**config.mk**
```make
export PLATFORM = sky130hd
export DESIGN_NAME = ucb_ctrl
export DESIGN_NICKNAME = d
export VERILOG_FILES = /design/src/design/ucb_baud.v /design/src/design/ucb_txshift.v /design/src/design/ucb_ctrl.v
export VERILOG_INCLUDE_DIRS = /design/src /design/src/design
export SDC_FILE = /design/constraint.sdc
export NUM_CORES = 1
export LEC_CHECK = 0
export ABC_AREA = 1
export BUFFER_PORTS_ARGS = -buffer_cell sky130_fd_sc_hd__buf_4
export CAP_MARGIN = 20
export CORE_ASPECT_RATIO = 0.6
export CORE_UTILIZATION = 24
export DETAILED_ROUTE_END_ITERATION = 16
export GPL_TIMING_DRIVEN = 0
export MAX_ROUTING_LAYER = met4
export REMOVE_ABC_BUFFERS = 1
export SYNTH_ARGS = -nofsm -noshare
export SYNTH_HDL_FRONTEND = slang
export SYNTH_SLANG_ARGS = --single-unit
```
**constraint.sdc**
```tcl
create_clock -name clk_sys -period 2.4 [get_ports clk_sys]
set_clock_uncertainty 0.1 [all_clocks]
set_input_delay 0.24 -clock clk_sys [delete_from_list [all_inputs] [get_ports clk_sys]]
set_output_delay 0.24 -clock clk_sys [all_outputs]
set_load 0.03 [all_outputs]
```
**src/design/ucb_defines.vh**
```
// Constants for the serial port control and break logic.
// Assumes a 100 MHz bus clock and the plain strobe register port.
// Contract
// - Control register readable and writable at any time
// - Tx empty enable gates interrupt from flag
// - Tx complete enable gates interrupt from flag
// - Rx full enable gates interrupt from flag
// - Idle line enable gates interrupt from flag
// - Transmit enable owns and drives transmit pin
// - Single wire: direction bit steers shared pin
// - Enable off then on mid-frame queues idle
// - Pin kept until pending characters finish
// - Receive enable off releases receive pin
// - Loop select always releases receive pin
// - Writing standby one waits for wakeup
// - Wakeup: idle line or address mark bit
// - Hardware clears standby on wakeup condition
// - Break bit one then zero queues break
// - Break held: repeat breaks, 10/11 or 13/14 bits
// - Second break may be queued; either accepted
// - Status register read only, writes ignored
// - Flags cleared only by read sequences; code also clears Tx complete when any character starts
// - Length select: 8 or 9 data bits
// - Loop: internal loopback or single wire
// - Tx empty set at reset and on load
// - Tx complete set when transmitter idle
`ifndef UCB_DEFINES_VH
`define UCB_DEFINES_VH
// Register indices
`define UCB_ADDR_BDH 3'h0
`define UCB_ADDR_BDL 3'h1
`define UCB_ADDR_C1 3'h2
`define UCB_ADDR_C2 3'h3
`define UCB_ADDR_S1 3'h4
`define UCB_ADDR_S2 3'h5
`define UCB_ADDR_C3 3'h6
`define UCB_ADDR_DATA 3'h7
// Control two field positions
`define UCB_C2_TIE 7
`define UCB_C2_TX_COMPLETE_IRQ_EN 6
`define UCB_C2_RIE 5
`define UCB_C2_IDLE_LINE_IRQ_EN 4
`define UCB_C2_TE 3
`define UCB_C2_RE 2
`define UCB_C2_RWU 1
`define UCB_C2_SBK 0
// Control one field positions
`define UCB_C1_LOOP 7
`define UCB_C1_RX_SOURCE_SELECT 5
`define UCB_C1_M 4
`define UCB_C1_WAKE 3
// Status two: long break select position
`define UCB_S2_LONG_BREAK_SELECT 2
// Control three: single wire direction position
`define UCB_C3_SINGLE_WIRE_DIRECTION 5
// Reset values
`define UCB_C1_RST 8'h00
`define UCB_C2_RST 8'h00
`define UCB_BD_RST 13'h0004
`define UCB_C3_RST 8'h00
`endif

```
**src/design/ucb_baud.v**
```verilog
// Baud tick generator: one-cycle tick per bit time.
// Assumes the divisor is stable while the transmitter runs.
`timescale 1ns/1ps
`default_nettype none
module ucb_baud (
  input wire clk_sys,
  input wire reset_n,
  input wire clk_en,
  input wire [12:0] divisor,
  output reg bit_tick_ff
);
  // Counts divisor times sixteen bus cycles per bit
  reg [16:0] cnt_ff;
  wire [16:0] span = {divisor, 4'h0};
  // Zero divisor stops the generator to save power
  always @(posedge clk_sys or negedge reset_n)
  begin
    if (!reset_n)
    begin
      cnt_ff <= 17'h00000;
      bit_tick_ff <= 1'b0;
    end
    else if (clk_en)
    begin
      if (divisor == 13'h0000)
      begin
        cnt_ff <= 17'h00000;
        bit_tick_ff <= 1'b0;
      end
      else if (cnt_ff >= span - 17'h00001)
      begin
        cnt_ff <= 17'h00000;
        bit_tick_ff <= 1'b1;
      end
      else
      begin
        cnt_ff <= cnt_ff + 17'h00001;
        bit_tick_ff <= 1'b0;
      end
    end
  end
endmodule // ucb_baud
`default_nettype wire

```
**src/design/ucb_txshift.v**
```verilog
// Transmit shifter: sends a data, idle or break character.
// Assumes the caller starts it only when it is not busy.
`timescale 1ns/1ps
`default_nettype none
module ucb_txshift (
  input wire clk_sys,
  input wire reset_n,
  input wire clk_en,
  input wire bit_tick,
  input wire start,
  input wire [1:0] kind,
  input wire [8:0] data,
  input wire nine_bit,
  input wire long_break,
  output reg line_ff,
  output reg busy_ff
);
  // Kind codes: 0 data, 1 idle, 2 break
  reg [10:0] shreg_ff;
  reg [3:0] left_ff;
  reg [3:0] len;
  // Break in progress; kind is only valid in the start cycle, so it is kept here
  reg brk_ff;
  // Character length in bit times
  always @*
  begin
    len = nine_bit ? 4'hb : 4'ha;
    if (kind == 2'h2)
      len = len + (long_break ? 4'h3 : 4'h0);
  end
  // Shift out LSB first, start bit first
  always @(posedge clk_sys or negedge reset_n)
  begin
    if (!reset_n)
    begin
      shreg_ff <= 11'h7ff;
      left_ff <= 4'h0;
      line_ff <= 1'b1;
      busy_ff <= 1'b0;
      brk_ff <= 1'b0;
    end
    else if (clk_en)
    begin
      if (start && !busy_ff)
      begin
        busy_ff <= 1'b1;
        left_ff <= len;
        brk_ff <= (kind == 2'h2);
        case (kind)
          2'h0: shreg_ff <= nine_bit ? {1'b1, data, 1'b0} : {2'b11, data[7:0], 1'b0};
          2'h1: shreg_ff <= 11'h7ff;
          default: shreg_ff <= 11'h000;
        endcase
      end
      else if (busy_ff && bit_tick)
      begin
        // Breaks keep low for all bits; a long break outlasts the register, so zeros are filled in
        line_ff <= shreg_ff[0];
        shreg_ff <= {!brk_ff, shreg_ff[10:1]};
        left_ff <= left_ff - 4'h1;
        if (left_ff == 4'h0)
        begin
          busy_ff <= 1'b0;
          line_ff <= 1'b1;
        end
      end
    end
  end
endmodule // ucb_txshift
`default_nettype wire

```
**src/design/ucb_ctrl.v**
```verilog
// Serial port control register, pin ownership, queued idle and break.
// Assumes the receive datapath supplies flags and wakeup events.
// Register port: write strobe one cycle; read data the next cycle.
//
// Design decisions made here: the register offsets and the address-and-strobe port.
`timescale 1ns/1ps
`default_nettype none
`include "ucb_defines.vh"
module ucb_ctrl (
  input wire clk_sys,
  input wire reset_n,
  input wire clk_en,
  input wire [2:0] reg_addr,
  input wire [7:0] reg_wdata,
  input wire reg_wr,
  input wire reg_rd,
  output reg [7:0] reg_rdata_ff,
  input wire rx_buffer_full,
  input wire idle_flag,
  input wire [4:0] rx_error_flags,
  input wire rx_idle_detect,
  input wire rx_msb_mark,
  input wire rx_char_done,
  input wire txd_in,
  output wire txd_out,
  output wire txd_oe,
  output wire rxd_owned,
  output wire rx_active,
  output wire rx_line,
  output wire irq
);
  // Software-visible registers
  reg [7:0] uart_control_two_ff; // Interrupt enables, enables, standby, break
  reg [7:0] ctrl_one_ff; // Loop, source, length, wake method
  reg [12:0] baud_ff; // Baud divisor
  reg [7:0] ctrl_three_ff; // Single wire direction
  reg long_break_select_ff; // Long break option
  reg [8:0] tx_buf_ff; // Transmit buffer
  // Transmitter state
  reg tx_buffer_empty_ff; // Buffer has room
  reg tx_complete_ff; // Transmitter idle
  reg idle_queued_ff; // Queued idle pending
  reg break_queued_ff; // Queued break pending
  reg tx_own_ff; // Transmitter still owns the pin
  reg status_seen_ff; // Status read armed flag clear
  reg rx_standby_clr; // Hardware wakeup of standby
  // Transmit scheduler states, one-hot
  localparam [2:0] ST_IDLE = 3'b001;
  localparam [2:0] ST_LOAD = 3'b010;
  localparam [2:0] ST_RUN = 3'b100;
  reg [2:0] st_ff;
  reg [2:0] nxt_st;
  reg start_tx;
  reg [1:0] start_kind;
  wire bit_tick;
  wire shift_line;
  wire shift_busy;
  // Decoded control fields
  wire transmit_enable = uart_control_two_ff[`UCB_C2_TE];
  wire receive_enable = uart_control_two_ff[`UCB_C2_RE];
  wire send_break = uart_control_two_ff[`UCB_C2_SBK];
  wire rx_standby = uart_control_two_ff[`UCB_C2_RWU];
  wire loop_select = ctrl_one_ff[`UCB_C1_LOOP];
  wire rx_source_select = ctrl_one_ff[`UCB_C1_RX_SOURCE_SELECT];
  wire single_wire_direction = ctrl_three_ff[`UCB_C3_SINGLE_WIRE_DIRECTION];
  wire single_wire = loop_select && rx_source_select;
  wire wr_c2 = reg_wr && (reg_addr == `UCB_ADDR_C2);
  wire wr_data = reg_wr && (reg_addr == `UCB_ADDR_DATA);
  wire rd_s1 = reg_rd && (reg_addr == `UCB_ADDR_S1);
  wire rd_data = reg_rd && (reg_addr == `UCB_ADDR_DATA);
  wire [7:0] status_one = {tx_buffer_empty_ff, tx_complete_ff, rx_buffer_full, idle_flag, rx_error_flags[3:0]};
  wire te_rise = wr_c2 && reg_wdata[`UCB_C2_TE] && !transmit_enable;
  wire sbk_fall = wr_c2 && !reg_wdata[`UCB_C2_SBK] && send_break;
  wire sbk_rise = wr_c2 && reg_wdata[`UCB_C2_SBK] && !send_break;

  ucb_baud u_baud (
    .clk_sys(clk_sys),
    .reset_n(reset_n),
    .clk_en(clk_en),
    .divisor(baud_ff),
    .bit_tick_ff(bit_tick)
  );

  ucb_txshift u_shift (
    .clk_sys(clk_sys),
    .reset_n(reset_n),
    .clk_en(clk_en),
    .bit_tick(bit_tick),
    .start(start_tx),
    .kind(start_kind),
    .data(tx_buf_ff),
    .nine_bit(ctrl_one_ff[`UCB_C1_M]),
    .long_break(long_break_select_ff),
    .line_ff(shift_line),
    .busy_ff(shift_busy)
  );

  // Software writes; standby cleared by hardware wins over a write of the same cycle
  always @(posedge clk_sys or negedge reset_n)
  begin
    if (!reset_n)
    begin
      uart_control_two_ff <= `UCB_C2_RST;
      ctrl_one_ff <= `UCB_C1_RST;
      baud_ff <= `UCB_BD_RST;
      ctrl_three_ff <= `UCB_C3_RST;
      long_break_select_ff <= 1'b0;
      tx_buf_ff <= 9'h000;
    end
    else if (clk_en)
    begin
      if (reg_wr)
      begin
        case (reg_addr)
          `UCB_ADDR_BDH: baud_ff[12:8] <= reg_wdata[4:0];
          `UCB_ADDR_BDL: baud_ff[7:0] <= reg_wdata;
          `UCB_ADDR_C1: ctrl_one_ff <= reg_wdata;
          `UCB_ADDR_C2: uart_control_two_ff <= reg_wdata;
          `UCB_ADDR_S2: long_break_select_ff <= reg_wdata[`UCB_S2_LONG_BREAK_SELECT];
          `UCB_ADDR_C3: ctrl_three_ff <= reg_wdata;
          `UCB_ADDR_DATA: tx_buf_ff <= {ctrl_three_ff[6], reg_wdata};
          default: ; // Status one writes are ignored
        endcase
      end
      if (rx_standby_clr)
        uart_control_two_ff[`UCB_C2_RWU] <= 1'b0;
    end
  end

  // Wakeup condition select
  always @*
  begin
    if (ctrl_one_ff[`UCB_C1_WAKE])
      rx_standby_clr = rx_standby && rx_char_done && rx_msb_mark;
    else
      rx_standby_clr = rx_standby && rx_idle_detect;
  end

  // Transmit scheduler: break first, then idle, then data
  always @*
  begin
    nxt_st = st_ff;
    start_tx = 1'b0;
    start_kind = 2'h0;
    case (st_ff)
      ST_IDLE:
        // Still owning the pin after the enable drops lets pending work drain
        if ((transmit_enable || tx_own_ff) && (break_queued_ff || idle_queued_ff || !tx_buffer_empty_ff))
          nxt_st = ST_LOAD;
      ST_LOAD:
      begin
        start_tx = 1'b1;
        start_kind = break_queued_ff ? 2'h2 : (idle_queued_ff ? 2'h1 : 2'h0);
        nxt_st = ST_RUN;
      end
      ST_RUN:
        if (!shift_busy)
          nxt_st = ST_IDLE;
      default: nxt_st = ST_IDLE;
    endcase
  end

  // Queues, flags and ownership
  always @(posedge clk_sys or negedge reset_n)
  begin
    if (!reset_n)
    begin
      st_ff <= ST_IDLE;
      tx_buffer_empty_ff <= 1'b1;
      tx_complete_ff <= 1'b1;
      idle_queued_ff <= 1'b0;
      break_queued_ff <= 1'b0;
      tx_own_ff <= 1'b0;
      status_seen_ff <= 1'b0;
      reg_rdata_ff <= 8'h00;
    end
    else if (clk_en)
    begin
      st_ff <= nxt_st;
      // Status read arms the clear; data write, enable edge or break edge finishes it
      if (rd_s1)
        status_seen_ff <= 1'b1;
      else if (wr_data || te_rise || sbk_rise)
        status_seen_ff <= 1'b0;
      // Loading the buffer empties it; a write after a status read refills it
      if (start_tx && start_kind == 2'h0)
        tx_buffer_empty_ff <= 1'b1;
      else if (wr_data && status_seen_ff)
        tx_buffer_empty_ff <= 1'b0;
      // Queued idle: enable written off then on while busy
      if (te_rise && (shift_busy || st_ff != ST_IDLE || tx_own_ff))
        idle_queued_ff <= 1'b1;
      else if (start_tx && start_kind == 2'h1)
        idle_queued_ff <= 1'b0;
      // Break queued on clear; held bit requeues after each break
      // A transmitter that is off queues no break, so no stale break appears at the next enable
      if ((sbk_fall && transmit_enable) || (send_break && st_ff == ST_IDLE && transmit_enable))
        break_queued_ff <= 1'b1;
      else if (start_tx && start_kind == 2'h2)
        break_queued_ff <= 1'b0;
      // Complete when nothing is pending or running
      if (start_tx || (wr_data && status_seen_ff))
        tx_complete_ff <= 1'b0;
      else if (st_ff == ST_IDLE && tx_buffer_empty_ff && !idle_queued_ff && !break_queued_ff)
        tx_complete_ff <= 1'b1;
      // Pin kept until all pending characters finish
      if (transmit_enable)
        tx_own_ff <= 1'b1;
      else if (st_ff == ST_IDLE && tx_buffer_empty_ff && !idle_queued_ff && !break_queued_ff)
        tx_own_ff <= 1'b0;
      // Read data one cycle after the strobe
      if (reg_rd)
      begin
        case (reg_addr)
          `UCB_ADDR_BDH: reg_rdata_ff <= {3'h0, baud_ff[12:8]};
          `UCB_ADDR_BDL: reg_rdata_ff <= baud_ff[7:0];
          `UCB_ADDR_C1: reg_rdata_ff <= ctrl_one_ff;
          `UCB_ADDR_C2: reg_rdata_ff <= uart_control_two_ff;
          `UCB_ADDR_S1: reg_rdata_ff <= status_one;
          `UCB_ADDR_S2: reg_rdata_ff <= {5'h00, long_break_select_ff, 2'h0};
          `UCB_ADDR_C3: reg_rdata_ff <= ctrl_three_ff;
          default: reg_rdata_ff <= 8'h00;
        endcase
      end
      else
        reg_rdata_ff <= 8'h00;
    end
  end

  // Pin drive: owned while enabled or draining; single wire steered by direction
  assign txd_out = shift_line;
  assign txd_oe = (tx_own_ff || transmit_enable) && (!single_wire || single_wire_direction);
  // Receive pin released when off or in any loop mode
  assign rxd_owned = receive_enable && !loop_select;
  assign rx_active = receive_enable;
  // Receiver input source
  assign rx_line = !loop_select ? 1'b1 : (rx_source_select ? txd_in : shift_line);
  // One merged interrupt request line
  assign irq = (uart_control_two_ff[`UCB_C2_TIE] && tx_buffer_empty_ff)
    || (uart_control_two_ff[`UCB_C2_TX_COMPLETE_IRQ_EN] && tx_complete_ff)
    || (uart_control_two_ff[`UCB_C2_RIE] && rx_buffer_full)
    || (uart_control_two_ff[`UCB_C2_IDLE_LINE_IRQ_EN] && idle_flag);
  wire unused_ok = rd_data | rx_error_flags[4];
endmodule // ucb_ctrl
`default_nettype wire

```
==> impl_metrics.py <==
metrics = {
    "pwr": {
        "p_clk_share_pct": 29.0,
        "ir_worst_vdd_v": 0.0003531,
        "p_sw_share_pct": 36.73,
        "seqPwrFrac_pct": 42.8,
        "p_leak_nw": 3.262,
        "powerDensity_nw_per_um2": 768.5,
        "p_switching_w": 0.001988,
        "power_frac_comb_pct": 28.2,
        "p_int_w": 0.003424,
    },
    "finish": {
        "nets": 841,
        "antennaDiodeCount": 0,
        "drive_gt1_share_pct": 21.85,
        "area_growth_pct": 24.27,
        "layout_common_cells": "nand2_1 (207), dfrtp_1 (79), inv_1 (78)",
        "n_fill_cell": 2488,
        "final_util_pct": 30.44,
        "stdcell_count": 1116,
        "layout_commonest_cell": "nand2_1",
        "design_area_um2": 7042,
    },
    "timing": {
        "drv_slew": 0,
        "final-setup-viol-count": 18,
        "postLayoutSetupSlackWorst_ns": -0.1708,
        "hold_violations": 0,
        "maxSlewHeadroom_pct": 33.22,
        "min_period_ns": 2.571,
        "fin_crit_sh_pct": 107.1,
        "rsz0062_at_grt": "true",
        "worst_pin_slew_ns": 1.001,
        "whs_ns": 0.02660,
        "fmax_mhz": 389.0,
    },
    "floorplanning": {
        "start_util_pct": 24.49,
        "pin_count": 41,
        "dieWidth_um": 200.4,
        "die_area_um2": 24250,
        "die_h_um": 121.0,
        "row_count": 43,
        "core_area_um2": 23130,
    },
    "drt": {
        "remaining_drc_errors": 0,
        "wl_um": 17070,
        "drtPass1Iterations": 7,
        "wire_per_inst_um": 15.29,
        "drtIter0Drc": 504,
        "vias_per_cell": 4.692,
        "drtAntennaViolNets": 0,
        "vias": 5236,
    },
    "global_routing": {
        "grt_pass1_vias": 4611,
        "grt_usage_pct": 14.64,
        "met3_usage_pct": 3.034,
        "grt_pass1_wl_um": 26630,
        "grt-ovfl-total": 0,
        "grt_use_met2_pct": 18.01,
        "antenna_found_initial": 0,
        "grt_max_degree": 70,
        "busiest_layer": "met1",
        "met1_usage_pct": 23.33,
    },
    "logic_synthesis": {
        "synthDistinctLibCells": 43,
        "synthFlopType": "dfrtp_1",
        "async_reset_ff_share_pct": 100.0,
        "synth_area_per_cell_um2": 7.647,
        "synth_seq_cells": 100,
        "synth-edff-count": 0,
        "netlist_area_um2": 5667,
        "synth_cells": 741,
        "yosysSeqAreaShare_pct": 44.51,
        "synth_warnings": 0,
    },
    "clock_tree": {
        "cts_max_level": 3,
        "cts_buffer_depth": 2,
        "cts_made_buffers": 9,
        "tritoncts": "built",
        "numClockSinks": 100,
        "cts-root-buf": "clkbuf_16",
        "path_clk_slew_ns": 0.08,
        "clk_latency_ns": 0.35,
    },
    "critical_path": {
        "max_stage_delay_ns": 0.46,
        "cp.arrival_ns": 2.75,
        "cp_cell_sequence": "inv_2 > ha_4 > nand2_4 > nor2_4 > xor2_1 > ha_1 > nand2_2 > inv_1 > nand2_1 > a21oi_4 > nor2_4 > buf_4 > nand3_4 > o21ai_1",
        "path_delay_family": "simple AND/OR/NAND/NOR gates",
        "timing.rr.end": "u_baud.cnt_ff[10]$_DFFE_PN0P_",
        "cpMostUsedCell": "nor2_4",
        "cp.depth": 14,
        "cp_slowest_cell": "dfrtp_2",
        "endpoint_kind": "flip-flop",
        "r2r_start": "baud_ff[1]$_DFFE_PN0P_",
        "cp.required_ns": 2.58,
        "path_max_fanout": 7,
        "reg2regPathDepth": 14,
        "critPathKind": "reg2reg",
        "cp-start-kind": "flip-flop",
        "cp_num_buf_inv": 3,
        "r2r_slack_ns": -0.17,
    },
    "run_status": {
        "status": "finished with violations",
        "failed_checks": "negative setup slack",
    },
    "placement": {
        "placed_cell_area_um2": 6290,
        "port_buffers": 39,
        "post-place-ws_ns": -0.8626,
        "dp_cells": 1082,
        "gp_congestion": 0.8694,
        "place_hpwl_um": 12220,
    },
    "worst_hold_path": {
        "min_path_type": "in2reg",
        "hold_end": "ctrl_three_ff[4]$_DFFE_PN0P_",
        "holdPathStages": 3,
        "hp-start": "reg_wdata[4]",
    },
    "job": {
        "max_cap_viol_count": 0,
    },
}
kinds of logic after synthesis:
kind of cell	count (synthesis)	synth area share, %
AOI/OAI and AO/OA	135	13.65
xor gates and xnor gates	16	2.473
and+or+nand+nor	373	28.15
DFF	100	44.51
buffers and inverters	99	7.242
adders and majority gates	18	3.974
power groups by stage:
stage | Sequential (W) | Clock (W) | Combinational [W]
2_1_floorplan | 0.00225 | 0 | 0.000837
3_5_place_dp | 0.00232 | 0 | 0.00123
5_1_grt | 0.00235 | 0.00166 | 0.00170
6_report | 0.00232 | 0.00157 | 0.00153
4_1_cts | 0.00230 | 0.00159 | 0.00136
3_3_place_gp | 0.00232 | 0 | 0.00120
state kept, by name, summed over array words and instances (netlist names), 3 cells and up:
register and cells:
u_baud.cnt_ff 17, tx_buf_ff 9, reg_rdata_ff 8, ctrl_three_ff 8, u_shift.shreg_ff 11, st_ff 3, uart_control_two_ff 8, baud_ff 13
ctrl_one_ff 8, u_shift.left_ff 4
worst min-delay path, stage by stage:
cell	delay [ns]
buf_4	0.09
nand2_1	0.04
o21ai_0	0.06
worst max-delay path by stage:
stage                            from                             to
3_5_place_dp   baud_ff[1]$_DFFE_PN0P_   u_baud.cnt_ff[4]$_DFFE_PN0P_
6_report       baud_ff[1]$_DFFE_PN0P_  u_baud.cnt_ff[10]$_DFFE_PN0P_
2_1_floorplan  baud_ff[0]$_DFFE_PN0P_   u_baud.cnt_ff[0]$_DFFE_PN0P_
4_1_cts        baud_ff[1]$_DFFE_PN0P_   u_baud.cnt_ff[5]$_DFFE_PN0P_
5_1_grt        baud_ff[1]$_DFFE_PN0P_   u_baud.cnt_ff[4]$_DFFE_PN0P_
3_3_place_gp   baud_ff[1]$_DFFE_PN0P_  u_baud.cnt_ff[10]$_DFFE_PN0P_
metrics by stage:
stage               TNS [ns]  power (W)
finish                -2.268   0.005412
global route          -4.172   0.005709
global placement      -12.16   0.003515
floorplan             -1.830   0.003084
CTS                   -2.294   0.005255
detailed placement    -12.84   0.003545
area by class of cell:
class                      instances  area [um2]  area share, %
clock buffer                       9       225.2          3.198
multi-input combinational        543        3027          42.98
inverter                          85       321.6          4.566
tap                              315       394.1          5.597
timing repair buffer              57       457.9          6.503
clock inverter                     7       87.58          1.244
sequential                       100        2529          35.91
synth_stat cells, types with 2 or more instances:
cell type / number / area (um2)
a31oi_1: 6 / 37.54
dfstp_2: 16 / 420.4
o21bai_1: 2 / 15.01
o21ai_2: 8 / 70.07
ha_1: 18 / 225.2
xor2_1: 13 / 113.9
nand3_1: 39 / 195.2
buf_6: 2 / 22.52
o21ai_1: 3 / 15.01
nor2_1: 74 / 277.8
o31ai_1: 2 / 15.01
nor2_4: 3 / 33.78
o22ai_1: 4 / 25.02
a21oi_1: 22 / 110.1
nand2_1: 218 / 818.3
nand2_2: 6 / 37.54
o211ai_1: 7 / 52.55
nor3_4: 2 / 32.53
buf_2: 7 / 35.03
nor2_2: 4 / 25.02
nor3_1: 6 / 30.03
inv_1: 82 / 307.8
xnor2_1: 3 / 26.28
inv_2: 3 / 11.26
nand4_1: 13 / 81.33
dfrtp_1: 84 / 2102
buf_4: 4 / 30.03
nand3_2: 3 / 30.03
o21ai_0: 73 / 365.4
metal layers:
layer / vias to the layer above / wire, um
li1: 2532 / -
met1: 2496 / 9080
met2: 196 / 6476
met3: 12 / 1364
met4: 0 / 144
met5: - / 0
timing repair:
item | 4_1_cts | 5_1_grt
cloned | 1 | 0
pin swaps | 16 | 25
hold buffers | 1 | 0
setup buffers | 9 | 7
endpoints found under the hold margin | 27 | 0
resized for setup | 47 | 42
endpoints found under the setup margin | 18 | 19
Note: power is estimated with default switching activity, not from simulation.
